`src/gbbp_consts.svh`:
```
/*
  register offsets, field positions, response codes and timing figures
  for the byte bus port; assumes inclusion by its bare name.
*/
`ifndef GBBP_CONSTS_SVH
`define GBBP_CONSTS_SVH
`define GBBP_CLK_MHZ        40
`define GBBP_STROBE_MIN_NS  50
`define GBBP_MRST_MIN_NS    2000
`define GBBP_OFF_DIR        8'h00
`define GBBP_OFF_OUT        8'h04
`define GBBP_OFF_IN         8'h08
`define GBBP_OFF_BUSDIR     8'h0C
`define GBBP_OFF_BUSOUT     8'h10
`define GBBP_OFF_BUSLATCH   8'h14
`define GBBP_OFF_STATUS     8'h18
`define GBBP_OFF_CTRL       8'h1C
`define GBBP_CTRL_STROBE_EN 0
`define GBBP_ST_RD_DONE     0
`define GBBP_ST_WR_DONE     1
`define GBBP_ST_FRAME       2
`define GBBP_ST_BATLOW      3
`define GBBP_ST_MRST        4
`define GBBP_RESP_OKAY      2'b00
`define GBBP_RESP_SLVERR    2'b10
`endif

```
`src/gbbp_pkg.sv`:
```
/*
  types for the byte bus port.
  assumes gbbp_consts.svh is on the include path.
*/
`default_nettype none
package gbbp_pkg;
  typedef enum logic [1:0] {gbbp_idle, gbbp_low, gbbp_done} gbbp_strobe_type;
endpackage : gbbp_pkg
`default_nettype wire

```
`src/gbbp_strobe.sv`:
```
/*
  low-pulse qualifier: reports a qualified low pulse on a synchronised
  strobe once it returns high. assumes input already synchronised.
*/
`default_nettype none
`include "gbbp_consts.svh"
module gbbp_strobe #(
  parameter int MIN_CYCLES = 2
) (
  input  wire logic clock,
  input  wire logic nrst,
  input  wire logic strobe_n,
  output logic      pulse
);
  import gbbp_pkg::*;
  gbbp_strobe_type state;
  gbbp_strobe_type next_state;
  logic [7:0]      count;
  logic [7:0]      next_count;
  logic            next_pulse;

  always_comb
  begin
    next_state = state;
    next_count = count;
    next_pulse = 1'b0;
    case (state)
      gbbp_idle:
      begin
        next_count = 8'h00;
        if (!strobe_n)
          next_state = gbbp_low;
      end
      gbbp_low:
      begin
        if (strobe_n)
        begin
          next_state = gbbp_idle;
          next_pulse = (count >= 8'(MIN_CYCLES - 1));
        end
        else if (count != 8'hFF)
          next_count = count + 8'h01;
      end
      default:
        next_state = gbbp_idle;
    endcase
  end

  always_ff @(posedge clock or negedge nrst)
  begin
    if (!nrst)
    begin
      state <= gbbp_idle;
      count <= 8'h00;
      pulse <= 1'b0;
    end
    else
    begin
      state <= next_state;
      count <= next_count;
      pulse <= next_pulse;
    end
  end
endmodule : gbbp_strobe
`default_nettype wire

```
`src/gbbp_port.sv`:
```
/*
  gpio block: five single pins, an eight-line byte bus with read and
  write strobes, behind an axi4-lite slave.
  assumes pins are resolved outside from out/oe (oe low = driving).
*/
// Design decisions made here: the AXI4-Lite interface to the registers and the placing of the registers.
// Functional notes
// thirteen lines: five single plus eight bus
// all lines inputs after reset
// each single pin has own direction
// bus lines handled only as one byte
// strobe low pulse at least 50 ns
// read strobe latches bus byte in
// write strobe drives and holds byte
// power pin high enables card and display
// power pin as input lets outside drive
// frame mark read as input pin
// battery low read as input pin
// master reset low over 2 us resets
// bus undriven during read
`default_nettype none
`include "gbbp_consts.svh"
module gbbp_port #(
  parameter int MRST_CYCLES = (`GBBP_MRST_MIN_NS * `GBBP_CLK_MHZ + 999) / 1000
) (
  input  wire logic        clock,
  input  wire logic        nrst,
  input  wire logic [31:0] s_axi_awaddr,
  input  wire logic        s_axi_awvalid,
  output logic             s_axi_awready,
  input  wire logic [31:0] s_axi_wdata,
  input  wire logic [3:0]  s_axi_wstrb,
  input  wire logic        s_axi_wvalid,
  output logic             s_axi_wready,
  output logic [1:0]       s_axi_bresp,
  output logic             s_axi_bvalid,
  input  wire logic        s_axi_bready,
  input  wire logic [31:0] s_axi_araddr,
  input  wire logic        s_axi_arvalid,
  output logic             s_axi_arready,
  output logic [31:0]      s_axi_rdata,
  output logic [1:0]       s_axi_rresp,
  output logic             s_axi_rvalid,
  input  wire logic        s_axi_rready,
  input  wire logic [4:0]  single_pins_in,
  output logic [4:0]       single_pins_out,
  output logic [4:0]       single_pins_oe_n,
  input  wire logic [7:0]  parallel_byte_lines_in,
  output logic [7:0]       parallel_byte_lines_out,
  output logic [7:0]       parallel_byte_lines_oe_n,
  input  wire logic        master_reset_n_in,
  output logic             module_reset_n
);
  import gbbp_pkg::*;
  // pin index: 0 frame_mark_pin, 1 battery_low_pin,
  // 2 peripheral_power_enable_pin, 3 general_pin_4, 4 general_pin_5
  localparam int STROBE_CYCLES =
    (`GBBP_STROBE_MIN_NS * `GBBP_CLK_MHZ + 999) / 1000;

  // ----------------------------------------------------------------
  // pin synchronisers
  // ----------------------------------------------------------------
  logic [4:0]  pin_meta;
  logic [4:0]  pin_sync;
  logic [7:0]  bus_meta;
  logic [7:0]  bus_sync;
  logic        mrst_meta;
  logic        mrst_sync;

  always_ff @(posedge clock or negedge nrst)
  begin
    if (!nrst)
    begin
      pin_meta  <= 5'h1F;
      pin_sync  <= 5'h1F;
      bus_meta  <= 8'h00;
      bus_sync  <= 8'h00;
      mrst_meta <= 1'b1;
      mrst_sync <= 1'b1;
    end
    else
    begin
      pin_meta  <= single_pins_in;
      pin_sync  <= pin_meta;
      bus_meta  <= parallel_byte_lines_in;
      bus_sync  <= bus_meta;
      mrst_meta <= master_reset_n_in;
      mrst_sync <= mrst_meta;
    end
  end

  // ----------------------------------------------------------------
  // strobe qualifiers
  // ----------------------------------------------------------------
  logic rd_pulse;
  logic wr_pulse;

  gbbp_strobe #(.MIN_CYCLES(STROBE_CYCLES)) u_rd (
    .clock    (clock),
    .nrst     (nrst),
    .strobe_n (pin_sync[3]),
    .pulse    (rd_pulse)
  );

  gbbp_strobe #(.MIN_CYCLES(STROBE_CYCLES)) u_wr (
    .clock    (clock),
    .nrst     (nrst),
    .strobe_n (pin_sync[4]),
    .pulse    (wr_pulse)
  );

  // ----------------------------------------------------------------
  // register state
  // ----------------------------------------------------------------
  logic [4:0]  dir;
  logic [4:0]  next_dir;
  logic [4:0]  out_val;
  logic [4:0]  next_out_val;
  logic        bus_dir;
  logic        next_bus_dir;
  logic [7:0]  bus_out;
  logic [7:0]  next_bus_out;
  logic [7:0]  bus_latch;
  logic [7:0]  next_bus_latch;
  logic [7:0]  bus_hold;
  logic [7:0]  next_bus_hold;
  logic        bus_drive;
  logic        next_bus_drive;
  logic        strobe_en;
  logic        next_strobe_en;
  logic [4:0]  status;
  logic [4:0]  next_status;
  logic [15:0] mrst_count;
  logic [15:0] next_mrst_count;
  logic        mrst_hit;
  logic        next_mrst_hit;
  logic        rd_low;
  logic        next_rd_low;
  logic        rd_release;

  // axi state
  logic        aw_held;
  logic        next_aw_held;
  logic        w_held;
  logic        next_w_held;
  logic [7:0]  aw_addr;
  logic [7:0]  next_aw_addr;
  logic [31:0] w_data;
  logic [31:0] next_w_data;
  logic [3:0]  w_strb;
  logic [3:0]  next_w_strb;
  logic        next_bvalid;
  logic [1:0]  next_bresp;
  logic        next_rvalid;
  logic [31:0] next_rdata;
  logic [1:0]  next_rresp;

  function automatic logic addr_ok(input logic [7:0] a);
    addr_ok = (a <= `GBBP_OFF_CTRL) && (a[1:0] == 2'b00);
  endfunction : addr_ok

  logic        do_write;
  logic [7:0]  wa;
  logic [31:0] wd;
  logic [3:0]  ws;

  always_comb
  begin
    next_aw_held   = aw_held;
    next_w_held    = w_held;
    next_aw_addr   = aw_addr;
    next_w_data    = w_data;
    next_w_strb    = w_strb;
    next_bvalid    = s_axi_bvalid;
    next_bresp     = s_axi_bresp;
    next_rvalid    = s_axi_rvalid;
    next_rdata     = s_axi_rdata;
    next_rresp     = s_axi_rresp;
    next_dir       = dir;
    next_out_val   = out_val;
    next_bus_dir   = bus_dir;
    next_bus_out   = bus_out;
    next_bus_latch = bus_latch;
    next_bus_hold  = bus_hold;
    next_bus_drive = bus_drive;
    next_strobe_en = strobe_en;
    next_status    = status;
    next_mrst_hit  = 1'b0;
    next_rd_low    = !pin_sync[3];
    if (s_axi_awvalid && s_axi_awready)
    begin
      next_aw_held = 1'b1;
      next_aw_addr = s_axi_awaddr[7:0];
    end
    if (s_axi_wvalid && s_axi_wready)
    begin
      next_w_held = 1'b1;
      next_w_data = s_axi_wdata;
      next_w_strb = s_axi_wstrb;
    end
    do_write = next_aw_held && next_w_held && !s_axi_bvalid;
    wa = next_aw_addr;
    wd = next_w_data;
    ws = next_w_strb;
    if (s_axi_bvalid && s_axi_bready)
      next_bvalid = 1'b0;
    if (do_write)
    begin
      next_aw_held = 1'b0;
      next_w_held  = 1'b0;
      next_bvalid  = 1'b1;
      next_bresp   = addr_ok(wa) ? `GBBP_RESP_OKAY : `GBBP_RESP_SLVERR;
      if (ws[0])
      begin
        case (wa)
          `GBBP_OFF_DIR:    next_dir = wd[4:0];
          `GBBP_OFF_OUT:    next_out_val = wd[4:0];
          `GBBP_OFF_BUSDIR: next_bus_dir = wd[0];
          `GBBP_OFF_BUSOUT: next_bus_out = wd[7:0];
          `GBBP_OFF_STATUS: next_status = status & ~wd[4:0];
          `GBBP_OFF_CTRL:   next_strobe_en = wd[`GBBP_CTRL_STROBE_EN];
          default:          ;
        endcase
      end
    end
    // strobes act only while enabled and the strobe pins are inputs
    if (strobe_en && !dir[3] && rd_pulse)
    begin
      next_bus_latch = bus_sync;
      next_bus_drive = 1'b0;
      next_status[`GBBP_ST_RD_DONE] = 1'b1;           // set wins over clear
    end
    if (strobe_en && !dir[4] && wr_pulse)
    begin
      next_bus_hold  = bus_out;
      next_bus_drive = 1'b1;
      next_status[`GBBP_ST_WR_DONE] = 1'b1;
    end
    // frame mark and battery low as sticky events when inputs
    if (!dir[0] && !pin_sync[0])
      next_status[`GBBP_ST_FRAME] = 1'b1;
    if (!dir[1] && !pin_sync[1])
      next_status[`GBBP_ST_BATLOW] = 1'b1;
    next_mrst_count = mrst_sync ? 16'h0000 : mrst_count;
    if (!mrst_sync && mrst_count != 16'(MRST_CYCLES))
      next_mrst_count = mrst_count + 16'h0001;
    if (!mrst_sync && mrst_count == 16'(MRST_CYCLES - 1))
      next_mrst_hit = 1'b1;
    if (mrst_hit)
    begin
      next_dir       = 5'h00;
      next_out_val   = 5'h00;
      next_bus_dir   = 1'b0;
      next_bus_drive = 1'b0;
      next_strobe_en = 1'b0;
      next_status    = 5'h00;
      next_status[`GBBP_ST_MRST] = 1'b1;
    end
    if (s_axi_rvalid && s_axi_rready)
      next_rvalid = 1'b0;
    if (s_axi_arvalid && s_axi_arready)
    begin
      next_rvalid = 1'b1;
      next_rresp  = addr_ok(s_axi_araddr[7:0]) ? `GBBP_RESP_OKAY : `GBBP_RESP_SLVERR;
      case (s_axi_araddr[7:0])
        `GBBP_OFF_DIR:      next_rdata = {27'h0, dir};
        `GBBP_OFF_OUT:      next_rdata = {27'h0, out_val};
        `GBBP_OFF_IN:       next_rdata = {27'h0, pin_sync};
        `GBBP_OFF_BUSDIR:   next_rdata = {31'h0, bus_dir};
        `GBBP_OFF_BUSOUT:   next_rdata = {24'h0, bus_out};
        `GBBP_OFF_BUSLATCH: next_rdata = {24'h0, strobe_en ? bus_latch : bus_sync};
        `GBBP_OFF_STATUS:   next_rdata = {27'h0, status};
        `GBBP_OFF_CTRL:     next_rdata = {31'h0, strobe_en};
        default:            next_rdata = 32'h0000_0000;
      endcase
    end
  end

  // pin drive: oe_n low means driving
  logic [4:0] next_pins_oe_n;
  logic [7:0] next_bus_oe_n;
  logic [7:0] next_bus_val;
  always_comb
  begin
    // held off one cycle past the strobe so the latch sees the far byte
    rd_release     = strobe_en && !dir[3] && (!pin_sync[3] || rd_low);
    next_pins_oe_n = ~next_dir;
    if (next_strobe_en)
    begin
      next_bus_oe_n = (next_bus_drive && !rd_release) ? 8'h00 : 8'hFF;
      next_bus_val  = next_bus_hold;
    end
    else
    begin
      next_bus_oe_n = next_bus_dir ? 8'h00 : 8'hFF;
      next_bus_val  = next_bus_out;
    end
  end

  always_ff @(posedge clock or negedge nrst)
  begin
    if (!nrst)
    begin
      dir                      <= 5'h00;
      out_val                  <= 5'h00;
      bus_dir                  <= 1'b0;
      bus_out                  <= 8'h00;
      bus_latch                <= 8'h00;
      bus_hold                 <= 8'h00;
      bus_drive                <= 1'b0;
      strobe_en                <= 1'b0;
      status                   <= 5'h00;
      mrst_count               <= 16'h0000;
      mrst_hit                 <= 1'b0;
      rd_low                   <= 1'b0;
      aw_held                  <= 1'b0;
      w_held                   <= 1'b0;
      aw_addr                  <= 8'h00;
      w_data                   <= 32'h0000_0000;
      w_strb                   <= 4'h0;
      s_axi_bvalid             <= 1'b0;
      s_axi_bresp              <= 2'b00;
      s_axi_rvalid             <= 1'b0;
      s_axi_rdata              <= 32'h0000_0000;
      s_axi_rresp              <= 2'b00;
      s_axi_awready            <= 1'b0;
      s_axi_wready             <= 1'b0;
      s_axi_arready            <= 1'b0;
      single_pins_out          <= 5'h00;
      single_pins_oe_n         <= 5'h1F;
      parallel_byte_lines_out  <= 8'h00;
      parallel_byte_lines_oe_n <= 8'hFF;
      module_reset_n           <= 1'b1;
    end
    else
    begin
      dir                      <= next_dir;
      out_val                  <= next_out_val;
      bus_dir                  <= next_bus_dir;
      bus_out                  <= next_bus_out;
      bus_latch                <= next_bus_latch;
      bus_hold                 <= next_bus_hold;
      bus_drive                <= next_bus_drive;
      strobe_en                <= next_strobe_en;
      status                   <= next_status;
      mrst_count               <= next_mrst_count;
      mrst_hit                 <= next_mrst_hit;
      rd_low                   <= next_rd_low;
      aw_held                  <= next_aw_held;
      w_held                   <= next_w_held;
      aw_addr                  <= next_aw_addr;
      w_data                   <= next_w_data;
      w_strb                   <= next_w_strb;
      s_axi_bvalid             <= next_bvalid;
      s_axi_bresp              <= next_bresp;
      s_axi_rvalid             <= next_rvalid;
      s_axi_rdata              <= next_rdata;
      s_axi_rresp              <= next_rresp;
      // one beat per channel; ready drops while a word is held
      s_axi_awready            <= !next_aw_held && !(s_axi_awvalid && s_axi_awready);
      s_axi_wready             <= !next_w_held && !(s_axi_wvalid && s_axi_wready);
      s_axi_arready            <= !next_rvalid && !(s_axi_arvalid && s_axi_arready);
      single_pins_out          <= next_out_val;
      single_pins_oe_n         <= next_pins_oe_n;
      parallel_byte_lines_out  <= next_bus_val;
      parallel_byte_lines_oe_n <= next_bus_oe_n;
      module_reset_n           <= !next_mrst_hit;
    end
  end
endmodule : gbbp_port
`default_nettype wire

```
`config.mk`:
```
export PLATFORM = sky130hd
export DESIGN_NAME = gbbp_port
export DESIGN_NICKNAME = d
export VERILOG_FILES = /design/src/gbbp_pkg.sv /design/src/gbbp_strobe.sv /design/src/gbbp_port.sv
export VERILOG_INCLUDE_DIRS = /design/src
export SDC_FILE = /design/constraint.sdc
export NUM_CORES = 1
export LEC_CHECK = 0
export BUFFER_PORTS_ARGS = -buffer_cell sky130_fd_sc_hd__buf_4
export CAP_MARGIN = 20
export CELL_PAD_IN_SITES_DETAIL_PLACEMENT = 1
export CELL_PAD_IN_SITES_GLOBAL_PLACEMENT = 1
export CORE_MARGIN = 3
export CORE_UTILIZATION = 41
export DETAILED_ROUTE_END_ITERATION = 12
export GPL_TIMING_DRIVEN = 0
export PLACE_DENSITY = 0.84
export SLEW_MARGIN = 5
export SYNTH_ARGS = -nofsm -noshare
export SYNTH_HDL_FRONTEND = slang
export SYNTH_SLANG_ARGS = --single-unit
```
`constraint.sdc`:
```
create_clock -name clock -period 2.79 [get_ports clock]
set_input_delay 0.837 -clock clock [delete_from_list [all_inputs] [get_ports clock]]
set_output_delay 0.837 -clock clock [all_outputs]
set_load 0.01 [all_outputs]
```
======== Yosys cells after proc, flatten, opt, wreduce, memory -nomap -nowiden ========
Cells that the tools add are included.
storage, ports and cells
  bits in registers ....................... 192
  input port bits ......................... 121
  output and inout bits ................... 68
operators by class
  order comparisons ....................... 4
  multiplexer cells ....................... 69
  eq/ne operators ......................... 26
  reduce and logical (&&, ||, !) cells .... 76
  add/sub/neg operators ................... 3
  bitwise logic cells ..................... 3
operators with widths
  cell                                                               count
  two-way mux 8 bit                                                  15
  case mux 8 bit (8 select lines)                                    1
  two-way mux 5 bit                                                  12
  == test 8 x 5 -> 1 bit, second input constant                      7
  nonzero test 3 bit                                                 12
  two-way mux 16 bit                                                 2
  case mux 8 bit (2 select lines)                                    2
  two-way mux 1 bit                                                  29
  == test 8 x 4 -> 1 bit, second input constant                      3
  AND reduction 3 bit                                                8
  logical AND 1 bit                                                  22
  zero test 1 bit                                                    17
  adder 16 x 1 -> 16 bit, second input constant                      1
  adder 8 x 1 -> 8 bit, second input constant                        2
  == test 16 x 7 -> 1 bit, second input constant                     1
  == test 8 x 3 -> 1 bit, second input constant                      2
  greater-or-equal comparator 8 x 1 -> 1 bit, second input constant  2
  <= comparator 8 x 5 -> 1 bit, second input constant                2
  zero test 8 bit                                                    2
  != test 16 x 7 -> 1 bit, second input constant                     1
  != test 8 bit, second input constant                               2
  nonzero test 2 bit                                                 8
  two-way mux 2 bit                                                  6
  != test 2 bit, second input constant                               6
  other kinds (8)                                                    16

======== Longest topological paths before layout ========
Gate-level depths: netlist (run 1).
  depth in word-level cells ............... 9
  depth in mapped cells ................... 8
  gate-level depth less buffers ........... 7

======== Cells and area by module ========
Synthesis (run 1) repeated with hierarchy kept, for this count alone.
unflattened totals
  cells, all modules ...................... 583
  area, all modules ....................... 6964.2 sq um
by module, submodules not included
  module       area each (sq um)  cells each  sequential area each (sq um)  times used
  gbbp_port    5808.1             471         3452.1                        1
  gbbp_strobe  578.1              56          250.2                         2

======== Least setup slack after synthesis (run 1) ========
Ideal clock, no wire load.
  path type ............................... input to register
  from .................................... input port s_axi_awaddr[7]
  to ...................................... register parallel_byte_lines_out[7]
  stages .................................. 6
  setup time .............................. 125 ps
  buffers on the path ..................... 0
  setup slack ............................. 62 ps
  required time ........................... 2665 ps
  arrival ................................. 2603 ps
  path through ............................ and4bb_2 o221ai_2 nor3_2 nor3b_4 mux2_2 mux2_2
on the way
  elaborated cells between the ends (all ways) .. 11
  classes of those cells .................. eq/ne: 2; mux: 9
RTL lines
  item                       line              source
  start, declared            gbbp_port.sv:28   input wire logic [31:0] s_axi_awaddr,
  two-way mux 8 bit          gbbp_port.sv:190  if (s_axi_awvalid && s_axi_awready)
  == test 8 x 5 -> 1 bit     gbbp_port.sv:215  case (wa)
  two-way mux 8 bit          gbbp_port.sv:215
  two-way mux 8 bit          gbbp_port.sv:213  if (ws[0])
  two-way mux 8 bit          gbbp_port.sv:207  if (do_write)
  named net next_bus_out[7]  gbbp_port.sv:122  logic [7:0] next_bus_out;
  two-way mux 8 bit          gbbp_port.sv:288  if (next_strobe_en)
  named net next_bus_val[7]  gbbp_port.sv:282  logic [7:0] next_bus_val;
  end signal, assigned       gbbp_port.sv:365  parallel_byte_lines_out <= next_bus_val;
  end, declared              gbbp_port.sv:49   output logic [7:0] parallel_byte_lines_out,
The timed path passes the listed nets, and every way through them passes these cells.
A chain may end at the register's enable or synchronous reset.

======== Worst setup path after layout (run 1) ========
  from .................................... input port s_axi_awvalid
  to ...................................... register single_pins_oe_n[3]
on the way
  cells in the longest elaborated chain, start to end .. 8
  elaborated cells between the ends (all ways) .. 11
  classes of those cells .................. mux: 6; bitwise: 1; reduce/logical: 4
ends and longest elaborated chain
  item                         line              source
  start, declared              gbbp_port.sv:29   input wire logic s_axi_awvalid,
  logical AND 1 bit            gbbp_port.sv:190
  two-way mux 8 bit            gbbp_port.sv:190
  named net next_aw_addr[4]    gbbp_port.sv:147  logic [7:0] next_aw_addr;
  zero test 8 bit              gbbp_port.sv:215
  two-way mux 5 bit            gbbp_port.sv:215
  two-way mux 5 bit            gbbp_port.sv:213
  two-way mux 5 bit            gbbp_port.sv:207
  two-way mux 5 bit            gbbp_port.sv:249  if (mrst_hit)
  inverter 5 bit               gbbp_port.sv:287  next_pins_oe_n = ~next_dir;
  named net next_pins_oe_n[3]  gbbp_port.sv:280  logic [4:0] next_pins_oe_n;
  end signal, assigned         gbbp_port.sv:364  single_pins_oe_n <= next_pins_oe_n;
  end, declared                gbbp_port.sv:47   output logic [4:0] single_pins_oe_n,
The timed path passes the listed nets, and every way through them passes these cells.

==> impl_metrics.env, run 1 <==
export IMPL_grt_first_pass_wirelength_um=30330
export IMPL_dieArea_mm2=0.01827
export IMPL_post_drt_via_cell_ratio=5.266
export IMPL_hold_path_depth=0
export IMPL_regToRegSetupSlack_ns=0.15
export IMPL_cts_tree="yes"
export IMPL_initial_utilization_pct=42.44
export IMPL_detail_route_antenna_nets=0
export IMPL_cp_start_kind="primary input"
export IMPL_r2r_cells=8
export IMPL_status="finished clean"
export IMPL_r2r_start="s_axi_awready$_DFF_PN0_"
export IMPL_hold_end="bus_sync[5]$_DFF_PN0_"
export IMPL_yosysWarnings=0
export IMPL_gp_congestion=0.8097
export IMPL_grt_pass1_vias=5578
export IMPL_cp_arrival_ns=3.06
export IMPL_drc=0
export IMPL_io_buffers=85
export IMPL_hold_viol_final=0
export IMPL_dieWidth_um=135.2
export IMPL_drive_above_1_share_pct=32.52
export IMPL_p_leak_nw=4.101
export IMPL_clock_path_buffers=2
export IMPL_crit_fanout=7
export IMPL_syn_inst=589
export IMPL_h_tree_depth=4
export IMPL_diodes=0
export IMPL_synth_ff_type="dfrtp_1"
export IMPL_grt_max_degree=87
export IMPL_post_drt_wl_per_cell_um=19.91
export IMPL_path_cells="buf_4, nand2_1, mux2i_4, inv_1, nor4_1, nor2b_1, buf_2, mux2i_1, or2_1"
export IMPL_track_usage_pct=21.49
export IMPL_drv_slew=0
export IMPL_r2r_end="single_pins_oe_n[3]$_DFF_PN1_"
export IMPL_area_growth_pct=25.58
export IMPL_final_area_mm2=0.008588
export IMPL_avgSynthCellArea_um2=11.61
export IMPL_seq_area_frac_synth_pct=57.79
export IMPL_numCtsBuffers=17
export IMPL_cts_root_buf="clkbuf_16"
export IMPL_end_kind="flip-flop"
export IMPL_wl_um=18930
export IMPL_powerDensity_mw_per_mm2=844.7
export IMPL_setup_viol=0
export IMPL_clock_sinks=157
export IMPL_regMostFlops="mrst_count"
export IMPL_dp_cells=916
export IMPL_critPathRequiredTime_ns=3.15
export IMPL_nets=853
export IMPL_min_period_ns=2.699
export IMPL_total_power_mw=7.255
export IMPL_rsz0062_at_grt="true"
export IMPL_post_dp_cell_area_mm2=0.007873
export IMPL_hp_class="reg -> reg"
export IMPL_hold_path_startpoint="bus_meta[5]$_DFF_PN0_"
export IMPL_largest_reg_flops=16
export IMPL_max_stage_delay_ns=0.49
export IMPL_synth_area_mm2=0.006839
export IMPL_dp_hpwl_um=12300
export IMPL_setup_slack_ns=0.09089
export IMPL_dr_pass1_iters=4
export IMPL_fin_worst_skew_ns=0.01026
export IMPL_fp_row_count=46
export IMPL_drtIter0Drc=242
export IMPL_grt_overflow=0
export IMPL_fin_crit_sh_pct=96.74
export IMPL_slew_headroom_pct=47.68
export IMPL_hold_slack_ns=0.3432
export IMPL_async_flop_share_pct=100.0
export IMPL_tightest_slew_ns=0.7849
export IMPL_num_fill_cells=1724
export IMPL_dieHeight_um=135.2
export IMPL_fmax_mhz=370.5
export IMPL_setup_worst_path_class="in -> reg"
export IMPL_synth_enable_flop_cells=0
export IMPL_core_mm2=0.01612
export IMPL_ios=189
export IMPL_peakVddDrop_mv=0.5506
export IMPL_vias=5008
export IMPL_drv_cap=0
export IMPL_worstSkewPairLatency_ns=0.42
export IMPL_finalNonFillerCells=951
export IMPL_critPathSlowestCell="nor4_1"
export IMPL_ys_types=53
export IMPL_cts_clk_slew_worst_paths_ns=0.06
export IMPL_ys_ff_latch=157
export IMPL_pre_cts_ws_ns=-0.6985
export IMPL_antenna_found_initial=0
## cells in the mapped netlist, drive strengths merged, types with 4 or more instances
cell type	count	area share [%]
o31ai	4	0.44
dfrtp	138	50
nor4	5	0.46
a211oi	6	0.66
nand4	5	0.46
clkbuf	13	0.71
nor3	9	0.73
o21ai	31	2.3
a31oi	8	0.73
mux2	45	7.4
ha	10	1.8
nor2	49	2.7
a21oi	19	1.4
mux2i	23	3.5
or2	7	0.64
buf	37	4.0
inv	26	1.4
dfstp	19	7.3
nand2	42	2.3
nand3	24	1.8
and3	10	0.91
xor2	11	1.4
xnor2	8	1.0
## cell type report
cell class / count / area (um2) / area share (%)
flip-flops and latches: 157 / 3953 / 46.02
repair buffers: 89 / 701.9 / 8.173
well taps: 216 / 270.3 / 3.147
multi-input cells: 381 / 2579 / 30.03
clock inverters: 13 / 212.7 / 2.477
plain buffers: 50 / 321.6 / 3.744
clock buffers: 19 / 452.9 / 5.274
inverters: 26 / 97.59 / 1.136
## layout by cell type, fill, tap and decap left out, drive strengths merged, types with 3 or more instances in the layout
| master | instances |
|---|---|
| nand2 | 42 |
| xor2 | 11 |
| and3 | 10 |
| nand4 | 5 |
| nor3 | 9 |
| nor2 | 49 |
| buf | 125 |
| inv | 27 |
| clkbuf | 33 |
| dfstp | 19 |
| nor4 | 5 |
| o21ai | 31 |
| or4 | 3 |
| nor4b | 3 |
| a21oi | 19 |
| mux4 | 3 |
| o31ai | 4 |
| a211oi | 6 |
| ha | 10 |
| clkinv | 4 |
| a31oi | 8 |
| conb | 26 |
| bufinv | 5 |
| nand3 | 24 |
| and2 | 3 |
| xnor2 | 8 |
| mux2 | 45 |
| dfrtp | 138 |
| or2 | 7 |
| clkinvlp | 3 |
| mux2i | 23 |
## metal layers
| metal | GRT usage (%) | wire length (um) | vias up |
|---|---|---|---|
| met5 | 0 | 0 | - |
| met4 | 6.943 | 380 | 0 |
| met3 | 4.755 | 740 | 31 |
| met2 | 39.49 | 10350 | 138 |
| met1 | 24.83 | 7459 | 2578 |
| li1 | - | - | 2261 |
## timing repair
action	in CTS	in global routing
gates resized for setup	2	4
endpoints found under the setup margin	16	13
hold buffers	0	0
pin swaps	0	1
setup buffers	1	1
## report_power, final
group	internal, mW	leakage, nW	switching [mW]
sequential	2.67	1.99	0.276
combinational	0.739	1.79	0.980
clock	1.64	0.316	0.949
total	5.05	4.10	2.20
## critical path: cells and delay by family
family / cells / cell delay, ns
buffers and inverters: 3 / 0.57
multiplexers: 2 / 0.65
AND/OR/NAND/NOR: 4 / 0.99
## metrics by stage
stage	TNS [ns]	utilization [%]
3_5_place_dp	-11.70	48.85
6_report	0	53.29
2_1_floorplan	0	-
4_1_cts	0	53.12
5_1_grt	-0.05234	53.29
3_3_place_gp	-8.226	48.66
## logic make-up after synthesis
logic type,after synthesis,synth area share (%)
buf+inv,76,6.129
mux,71,11.95
fa+ha+maj,10,1.829
other cells,1,0.05483
flops,157,57.79
simple gates,171,12.31
compound gates,84,7.501
xor+xnor,19,2.433
## how the worst max path moves through the flow
stage / from / endpoint / slack (ns) / cells past startpoint
after floorplan: s_axi_awaddr[7] / parallel_byte_lines_out[7]$_DFF_PN0_ / 0.06 / 6
after global placement: s_axi_wvalid / parallel_byte_lines_out[1]$_DFF_PN0_ / -0.60 / 7
after detailed placement: s_axi_wvalid / parallel_byte_lines_out[3]$_DFF_PN0_ / -0.70 / 7
after CTS: s_axi_awready$_DFF_PN0_ / parallel_byte_lines_out[3]$_DFF_PN0_ / 0.06 / 8
after global routing: s_axi_awvalid / single_pins_oe_n[3]$_DFF_PN1_ / -0.03 / 9
final: s_axi_awvalid / single_pins_oe_n[3]$_DFF_PN1_ / 0.09 / 9
(Power assumes the default switching activity.)
==> run 2, diff against run 1 <==
--- a/config.mk
+++ b/config.mk
@@ -12,8 +12,8 @@
 export CELL_PAD_IN_SITES_GLOBAL_PLACEMENT = 1
 export CORE_MARGIN = 3
 export CORE_UTILIZATION = 41
+export CTS_BUF_LIST = sky130_fd_sc_hd__clkbuf_16
 export DETAILED_ROUTE_END_ITERATION = 12
-export GPL_TIMING_DRIVEN = 0
 export PLACE_DENSITY = 0.84
 export SLEW_MARGIN = 5
 export SYNTH_ARGS = -nofsm -noshare
==> run 2 against run 1 <==
Effect of this change:
- clock power down 15%
- via count down 4.0%
- clock skew up 0.0032 ns
- sequential power hardly changed
- final cell count is 2.7% lower
- worst setup slack better by 0.20 ns
- global-route usage down 1.9 points
- combinational power shrank 3%
- largest cell class unchanged
- largest power group unchanged
- highest routed layer unchanged
==> impl_metrics.env, run 2 (synthesis results as in run 1) <==
export IMPL_area_growth_pct=21.81
export IMPL_h_tree_depth=4
export IMPL_grt_first_pass_wirelength_um=28000
export IMPL_cts_root_buf="clkbuf_16"
export IMPL_r2r_cells=9
export IMPL_fin_crit_sh_pct=89.45
export IMPL_tightest_slew_ns=0.7478
export IMPL_setup_viol=0
export IMPL_diodes=0
export IMPL_rsz0062_at_grt="false"
export IMPL_status="finished clean"
export IMPL_dp_hpwl_um=12000
export IMPL_regMostFlops="mrst_count"
export IMPL_clock_path_buffers=2
export IMPL_path_buf_inv=3
export IMPL_cp_start_kind="primary input"
export IMPL_total_power_mw=6.827
export IMPL_r2r_start="s_axi_awready$_DFF_PN0_"
export IMPL_p_seq_share_pct=43.4
export IMPL_finalNonFillerCells=925
export IMPL_io_buffers=87
export IMPL_p_leak_nw=3.974
export IMPL_dieHeight_um=135.2
export IMPL_drc=0
export IMPL_core_mm2=0.01612
export IMPL_post_drt_via_cell_ratio=5.198
export IMPL_switchingPower_mw=2.090
export IMPL_powerDensity_mw_per_mm2=819.5
export IMPL_drtIter0Drc=265
export IMPL_drv_cap=0
export IMPL_grt_pass1_vias=5420
export IMPL_hold_slack_ns=0.3420
export IMPL_post_drt_wl_per_cell_um=18.59
export IMPL_worstSkewPairLatency_ns=0.43
export IMPL_slew_headroom_pct=50.15
export IMPL_detail_route_antenna_nets=0
export IMPL_nets=827
export IMPL_dp_cells=893
export IMPL_end_kind="flip-flop"
export IMPL_grt_overflow=0
export IMPL_regToRegSetupSlack_ns=0.36
export IMPL_peakVddDrop_mv=0.5088
export IMPL_hold_buffers=0
export IMPL_gp_congestion=0.7968
export IMPL_hold_viol_final=0
export IMPL_crit_fanout=8
export IMPL_cts_tree="yes"
export IMPL_r2r_end="single_pins_oe_n[1]$_DFF_PN1_"
export IMPL_path_cells="buf_4, and2_1, buf_4, nor3_1, o21ai_0, nor3b_4, buf_12, mux2_2, mux2_2"
export IMPL_p_comb_share_pct=24.3
export IMPL_numCtsBuffers=17
export IMPL_critPathSlowestCell="mux2_2"
export IMPL_cp_arrival_ns=2.80
export IMPL_critPathRequiredTime_ns=3.09
export IMPL_num_fill_cells=1735
export IMPL_cts_clk_slew_worst_paths_ns=0.06
export IMPL_cp_endpoint="parallel_byte_lines_out[3]$_DFF_PN0_"
export IMPL_drv_slew=0
export IMPL_min_period_ns=2.496
export IMPL_initial_utilization_pct=42.44
export IMPL_setup_worst_path_class="in -> reg"
export IMPL_fin_worst_skew_ns=0.01344
export IMPL_grt_max_degree=55
export IMPL_ios=189
export IMPL_cts_resized_gates=0
export IMPL_startpoint="s_axi_awvalid"
export IMPL_netSwitchingFraction_pct=30.61
export IMPL_largest_reg_flops=16
export IMPL_wl_um=17200
export IMPL_fp_row_count=46
export IMPL_pwr_share_clk_pct=32.2
export IMPL_fin_tns_setup_ns=0
export IMPL_dieWidth_um=135.2
export IMPL_postCtsSetupBuffers=0
export IMPL_dieArea_mm2=0.01827
export IMPL_antenna_found_initial=0
export IMPL_hp_class="reg -> reg"
export IMPL_fin_util_pct=51.69
export IMPL_vias=4808
export IMPL_drive_above_1_share_pct=31.17
export IMPL_mostFrequentLayoutCells="dfrtp_1, buf_4, nor2_1"
export IMPL_cp_top_family="multiplexers"
export IMPL_max_stage_delay_ns=0.36
export IMPL_p_int_mw=4.737
export IMPL_dr_pass1_iters=4
export IMPL_worst_path_stages=9
export IMPL_final_common_cell="dfrtp_1"
export IMPL_track_usage_pct=19.62
export IMPL_fmax_mhz=400.7
export IMPL_clock_sinks=157
## run 2: changes by cell type in the layout (fill, tap and decap cells not counted), sizes merged
cell,delta
inv,+1
clkbuf,-16
clkinv,+5
bufinv,-3
buf,-12
clkinvlp,-1
## run 2: cell type report
cell class	instances	area (um2)	share of cell area [%]
repair buffers	113	889.6	10.68
clock inverters	15	133.9	1.607
multi-input cells	381	2561	30.75
well taps	216	270.3	3.244
inverters	26	97.59	1.172
clock buffers	17	425.4	5.107
flip-flops and latches	157	3953	47.45
## run 2: power groups by stage
stage,Sequential [mW],Clock (mW),Combinational [mW]
after detailed placement,3.00,0,1.64
after floorplan,2.92,0,1.02
after global placement,2.96,0,1.54
final,2.97,2.20,1.66
after CTS,2.97,2.25,1.68
after global routing,3.02,2.36,1.83
## run 2: worst reg2reg max path, delay by kind of cell, from the launching register on
kind,cells,cell delay [ns]
buffers and inverters,3,0.47
and+or+nand+nor,4,0.89
muxes,2,0.56
DFF,1,0.45
## run 2: metrics by stage
stage / area [um2] / setup slack [ns]
final: 8330 / 0.2943
after global routing: 8330 / 0.1659
after CTS: 8330 / 0.2876
after detailed placement: 7771 / -0.1369
after global placement: 7771 / -0.06317
after floorplan: 6933 / 0.06202
## run 2: routing by layer
layer / global-route usage (%) / vias to the layer above / wire length [um]
li1: - / 2207 / -
met1: 23.09 / 2468 / 6683
met2: 35.84 / 116 / 9468
met3: 4.160 / 17 / 808
met4: 6.103 / 0 / 237
met5: 0 / - / 0
## run 2: worst min path at each step
stage | startpoint | endpoint | slack (ns) | cells after the start
floorplan | bus_meta[0]$_DFF_PN0_ | bus_sync[0]$_DFF_PN0_ | 0.33 | 0
global placement | bus_meta[4]$_DFF_PN0_ | bus_sync[4]$_DFF_PN0_ | 0.33 | 0
detailed placement | bus_meta[4]$_DFF_PN0_ | bus_sync[4]$_DFF_PN0_ | 0.34 | 0
CTS | bus_meta[4]$_DFF_PN0_ | bus_sync[4]$_DFF_PN0_ | 0.34 | 0
global route | bus_meta[6]$_DFF_PN0_ | bus_sync[6]$_DFF_PN0_ | 0.35 | 0
finish | bus_meta[6]$_DFF_PN0_ | bus_sync[6]$_DFF_PN0_ | 0.34 | 0
==> run 3, diff against run 2 <==
==> constraint.sdc (replaced) <==
create_clock -name clock -period 2.8 [get_ports clock]
set_input_delay 0.84 -clock clock [delete_from_list [all_inputs] [get_ports clock]]
set_output_delay 0.84 -clock clock [all_outputs]
set_load 0.01 [all_outputs]
==> run 3 against run 2 <==
Effect of this change:
- largest cell class unchanged
- highest routed layer unchanged
- combinational power barely moved
- sequential power about the same
- clock power decreased by 6%
- hold slack gained 0.0017 ns
- worst setup slack worse by 0.011 ns
- largest power group unchanged
==> impl_metrics.env, run 3 (synthesis results as in run 1) <==
export IMPL_status="finished clean"
export IMPL_min_period_ns=2.517
export IMPL_setup_worst_path_class="in -> reg"
export IMPL_hold_path_depth=0
export IMPL_cp_arrival_ns=2.79
export IMPL_dieHeight_um=135.2
export IMPL_critPathRequiredTime_ns=3.07
export IMPL_dp_hpwl_um=12280
export IMPL_setup_viol=0
export IMPL_switchingPower_mw=2.075
export IMPL_num_fill_cells=1726
export IMPL_drv_slew=0
export IMPL_critPathSlowestCell="nor4_1"
export IMPL_r2r_end="dir[4]$_DFF_PN0_"
export IMPL_clock_path_buffers=2
export IMPL_fmax_mhz=397.4
export IMPL_hold_viol_final=0
export IMPL_numCtsBuffers=17
export IMPL_r2r_start="s_axi_awready$_DFF_PN0_"
export IMPL_clock_sinks=157
export IMPL_drc=0
export IMPL_tightest_slew_ns=0.7766
export IMPL_setup_slack_ns=0.2834
export IMPL_drive_above_1_share_pct=30.61
export IMPL_hp_class="reg -> reg"
export IMPL_antenna_found_initial=0
export IMPL_cts_resized_gates=0
export IMPL_drv_cap=0
export IMPL_vias=4805
export IMPL_fp_row_count=46
export IMPL_track_usage_pct=19.89
export IMPL_dr_pass1_iters=4
export IMPL_regToRegSetupSlack_ns=0.35
export IMPL_p_seq_share_pct=44.4
export IMPL_r2r_cells=9
export IMPL_powerDensity_mw_per_mm2=806.8
export IMPL_core_mm2=0.01612
export IMPL_grt_pass1_vias=5338
export IMPL_rsz0062_at_grt="false"
export IMPL_gp_congestion=0.8032
export IMPL_hold_slack_ns=0.3436
export IMPL_max_stage_delay_ns=0.43
export IMPL_final_common_cell="dfrtp_1"
export IMPL_post_dp_cell_area_mm2=0.007771
export IMPL_fin_tns_setup_ns=0
export IMPL_pwr_share_clk_pct=30.9
export IMPL_worstSkewPairLatency_ns=0.43
export IMPL_pre_cts_ws_ns=-0.1093
export IMPL_mostFrequentLayoutCells="dfrtp_1, buf_4, nor2_1"
export IMPL_p_int_mw=4.614
export IMPL_p_leak_nw=3.965
export IMPL_cts_tree="yes"
export IMPL_dieWidth_um=135.2
export IMPL_post_drt_wl_per_cell_um=18.90
export IMPL_final_area_mm2=0.008290
export IMPL_crit_path_frequent_cell="buf_4"
export IMPL_diodes=0
export IMPL_hold_path_startpoint="bus_meta[5]$_DFF_PN0_"
export IMPL_peakVddDrop_mv=0.4322
export IMPL_path_cells="buf_4, nand2_1, buf_4, mux2i_4, inv_1, nor4_1, nor2b_1, buf_4, mux2i_1, nor2_1"
export IMPL_total_power_mw=6.689
export IMPL_netSwitchingFraction_pct=31.02
export IMPL_cts_clk_slew_worst_paths_ns=0.06
export IMPL_crit_fanout=6
export IMPL_drtIter0Drc=192
export IMPL_nets=827
export IMPL_end_kind="flip-flop"
export IMPL_regMostFlops="mrst_count"
export IMPL_detail_route_antenna_nets=0
export IMPL_cts_root_buf="clkbuf_16"
export IMPL_grt_max_degree=61
export IMPL_hold_end="bus_sync[5]$_DFF_PN0_"
export IMPL_io_buffers=87
export IMPL_dieArea_mm2=0.01827
export IMPL_cp_start_kind="primary input"
export IMPL_p_comb_share_pct=24.7
export IMPL_fin_worst_skew_ns=0.01130
export IMPL_slew_headroom_pct=48.23
export IMPL_postCtsSetupBuffers=0
export IMPL_area_growth_pct=21.22
export IMPL_h_tree_depth=4
export IMPL_grt_overflow=0
export IMPL_initial_utilization_pct=42.44
export IMPL_largest_reg_flops=16
export IMPL_fin_crit_sh_pct=89.88
export IMPL_wl_um=17480
export IMPL_hold_buffers=0
export IMPL_grt_first_pass_wirelength_um=28090
export IMPL_ios=189
export IMPL_post_drt_via_cell_ratio=5.195
==> run 3: cell types whose count changed in the layout (fill, tap and decap cells not counted), sizes merged <==
cell	delta
bufinv	-1
clkinvlp	-1
inv	+2
==> run 3: cell type report <==
cell class                 instances  area (um2)  area share, %
clock buffer                      17       425.4          5.131
clock inverter                    15       93.84          1.132
inverter                          26       97.59          1.177
multi-input combinational        381        2561          30.89
sequential                       157        3953          47.68
tap                              216       270.3          3.260
timing repair buffer             113       889.6          10.73
==> run 3: how the worst max path moves through the flow <==
stage / startpoint / endpoint
after floorplan: s_axi_awaddr[7] / parallel_byte_lines_out[7]$_DFF_PN0_
after global placement: s_axi_awvalid / parallel_byte_lines_out[1]$_DFF_PN0_
after detailed placement: s_axi_awvalid / parallel_byte_lines_out[1]$_DFF_PN0_
after CTS: s_axi_awvalid / dir[4]$_DFF_PN0_
after global routing: s_axi_awvalid / dir[4]$_DFF_PN0_
final: s_axi_awvalid / dir[4]$_DFF_PN0_
==> run 3: power groups by stage <==
stage	Sequential [mW]	Clock [mW]	Combinational (mW)
floorplan	2.91	0	1.02
global placement	2.95	0	1.54
detailed placement	2.99	0	1.65
CTS	2.97	2.12	1.67
global route	3.02	2.21	1.82
finish	2.97	2.07	1.65
==> run 3: per-layer routing <==
metal	up-vias	global-route usage (%)	part of all wire, %	wire [um]
li1	2189	-	-	-
met1	2459	23.75	40	7048
met2	123	34.24	53	9241
met3	34	4.383	4.1	721
met4	0	9.351	2.7	472
met5	-	0	0	0
==> run 3: critical path: cells and delay by family <==
family                 cells  cell delay [ns]
buffers and inverters      4             0.59
multiplexers               2             0.52
AND/OR/NAND/NOR            4             0.83
==> run 3: metrics by stage <==
stage	util, %	std cells
3_3_place_gp	48.22	893
3_5_place_dp	48.22	893
6_report	51.44	925
4_1_cts	51.44	925
2_1_floorplan	-	614
5_1_grt	51.44	925
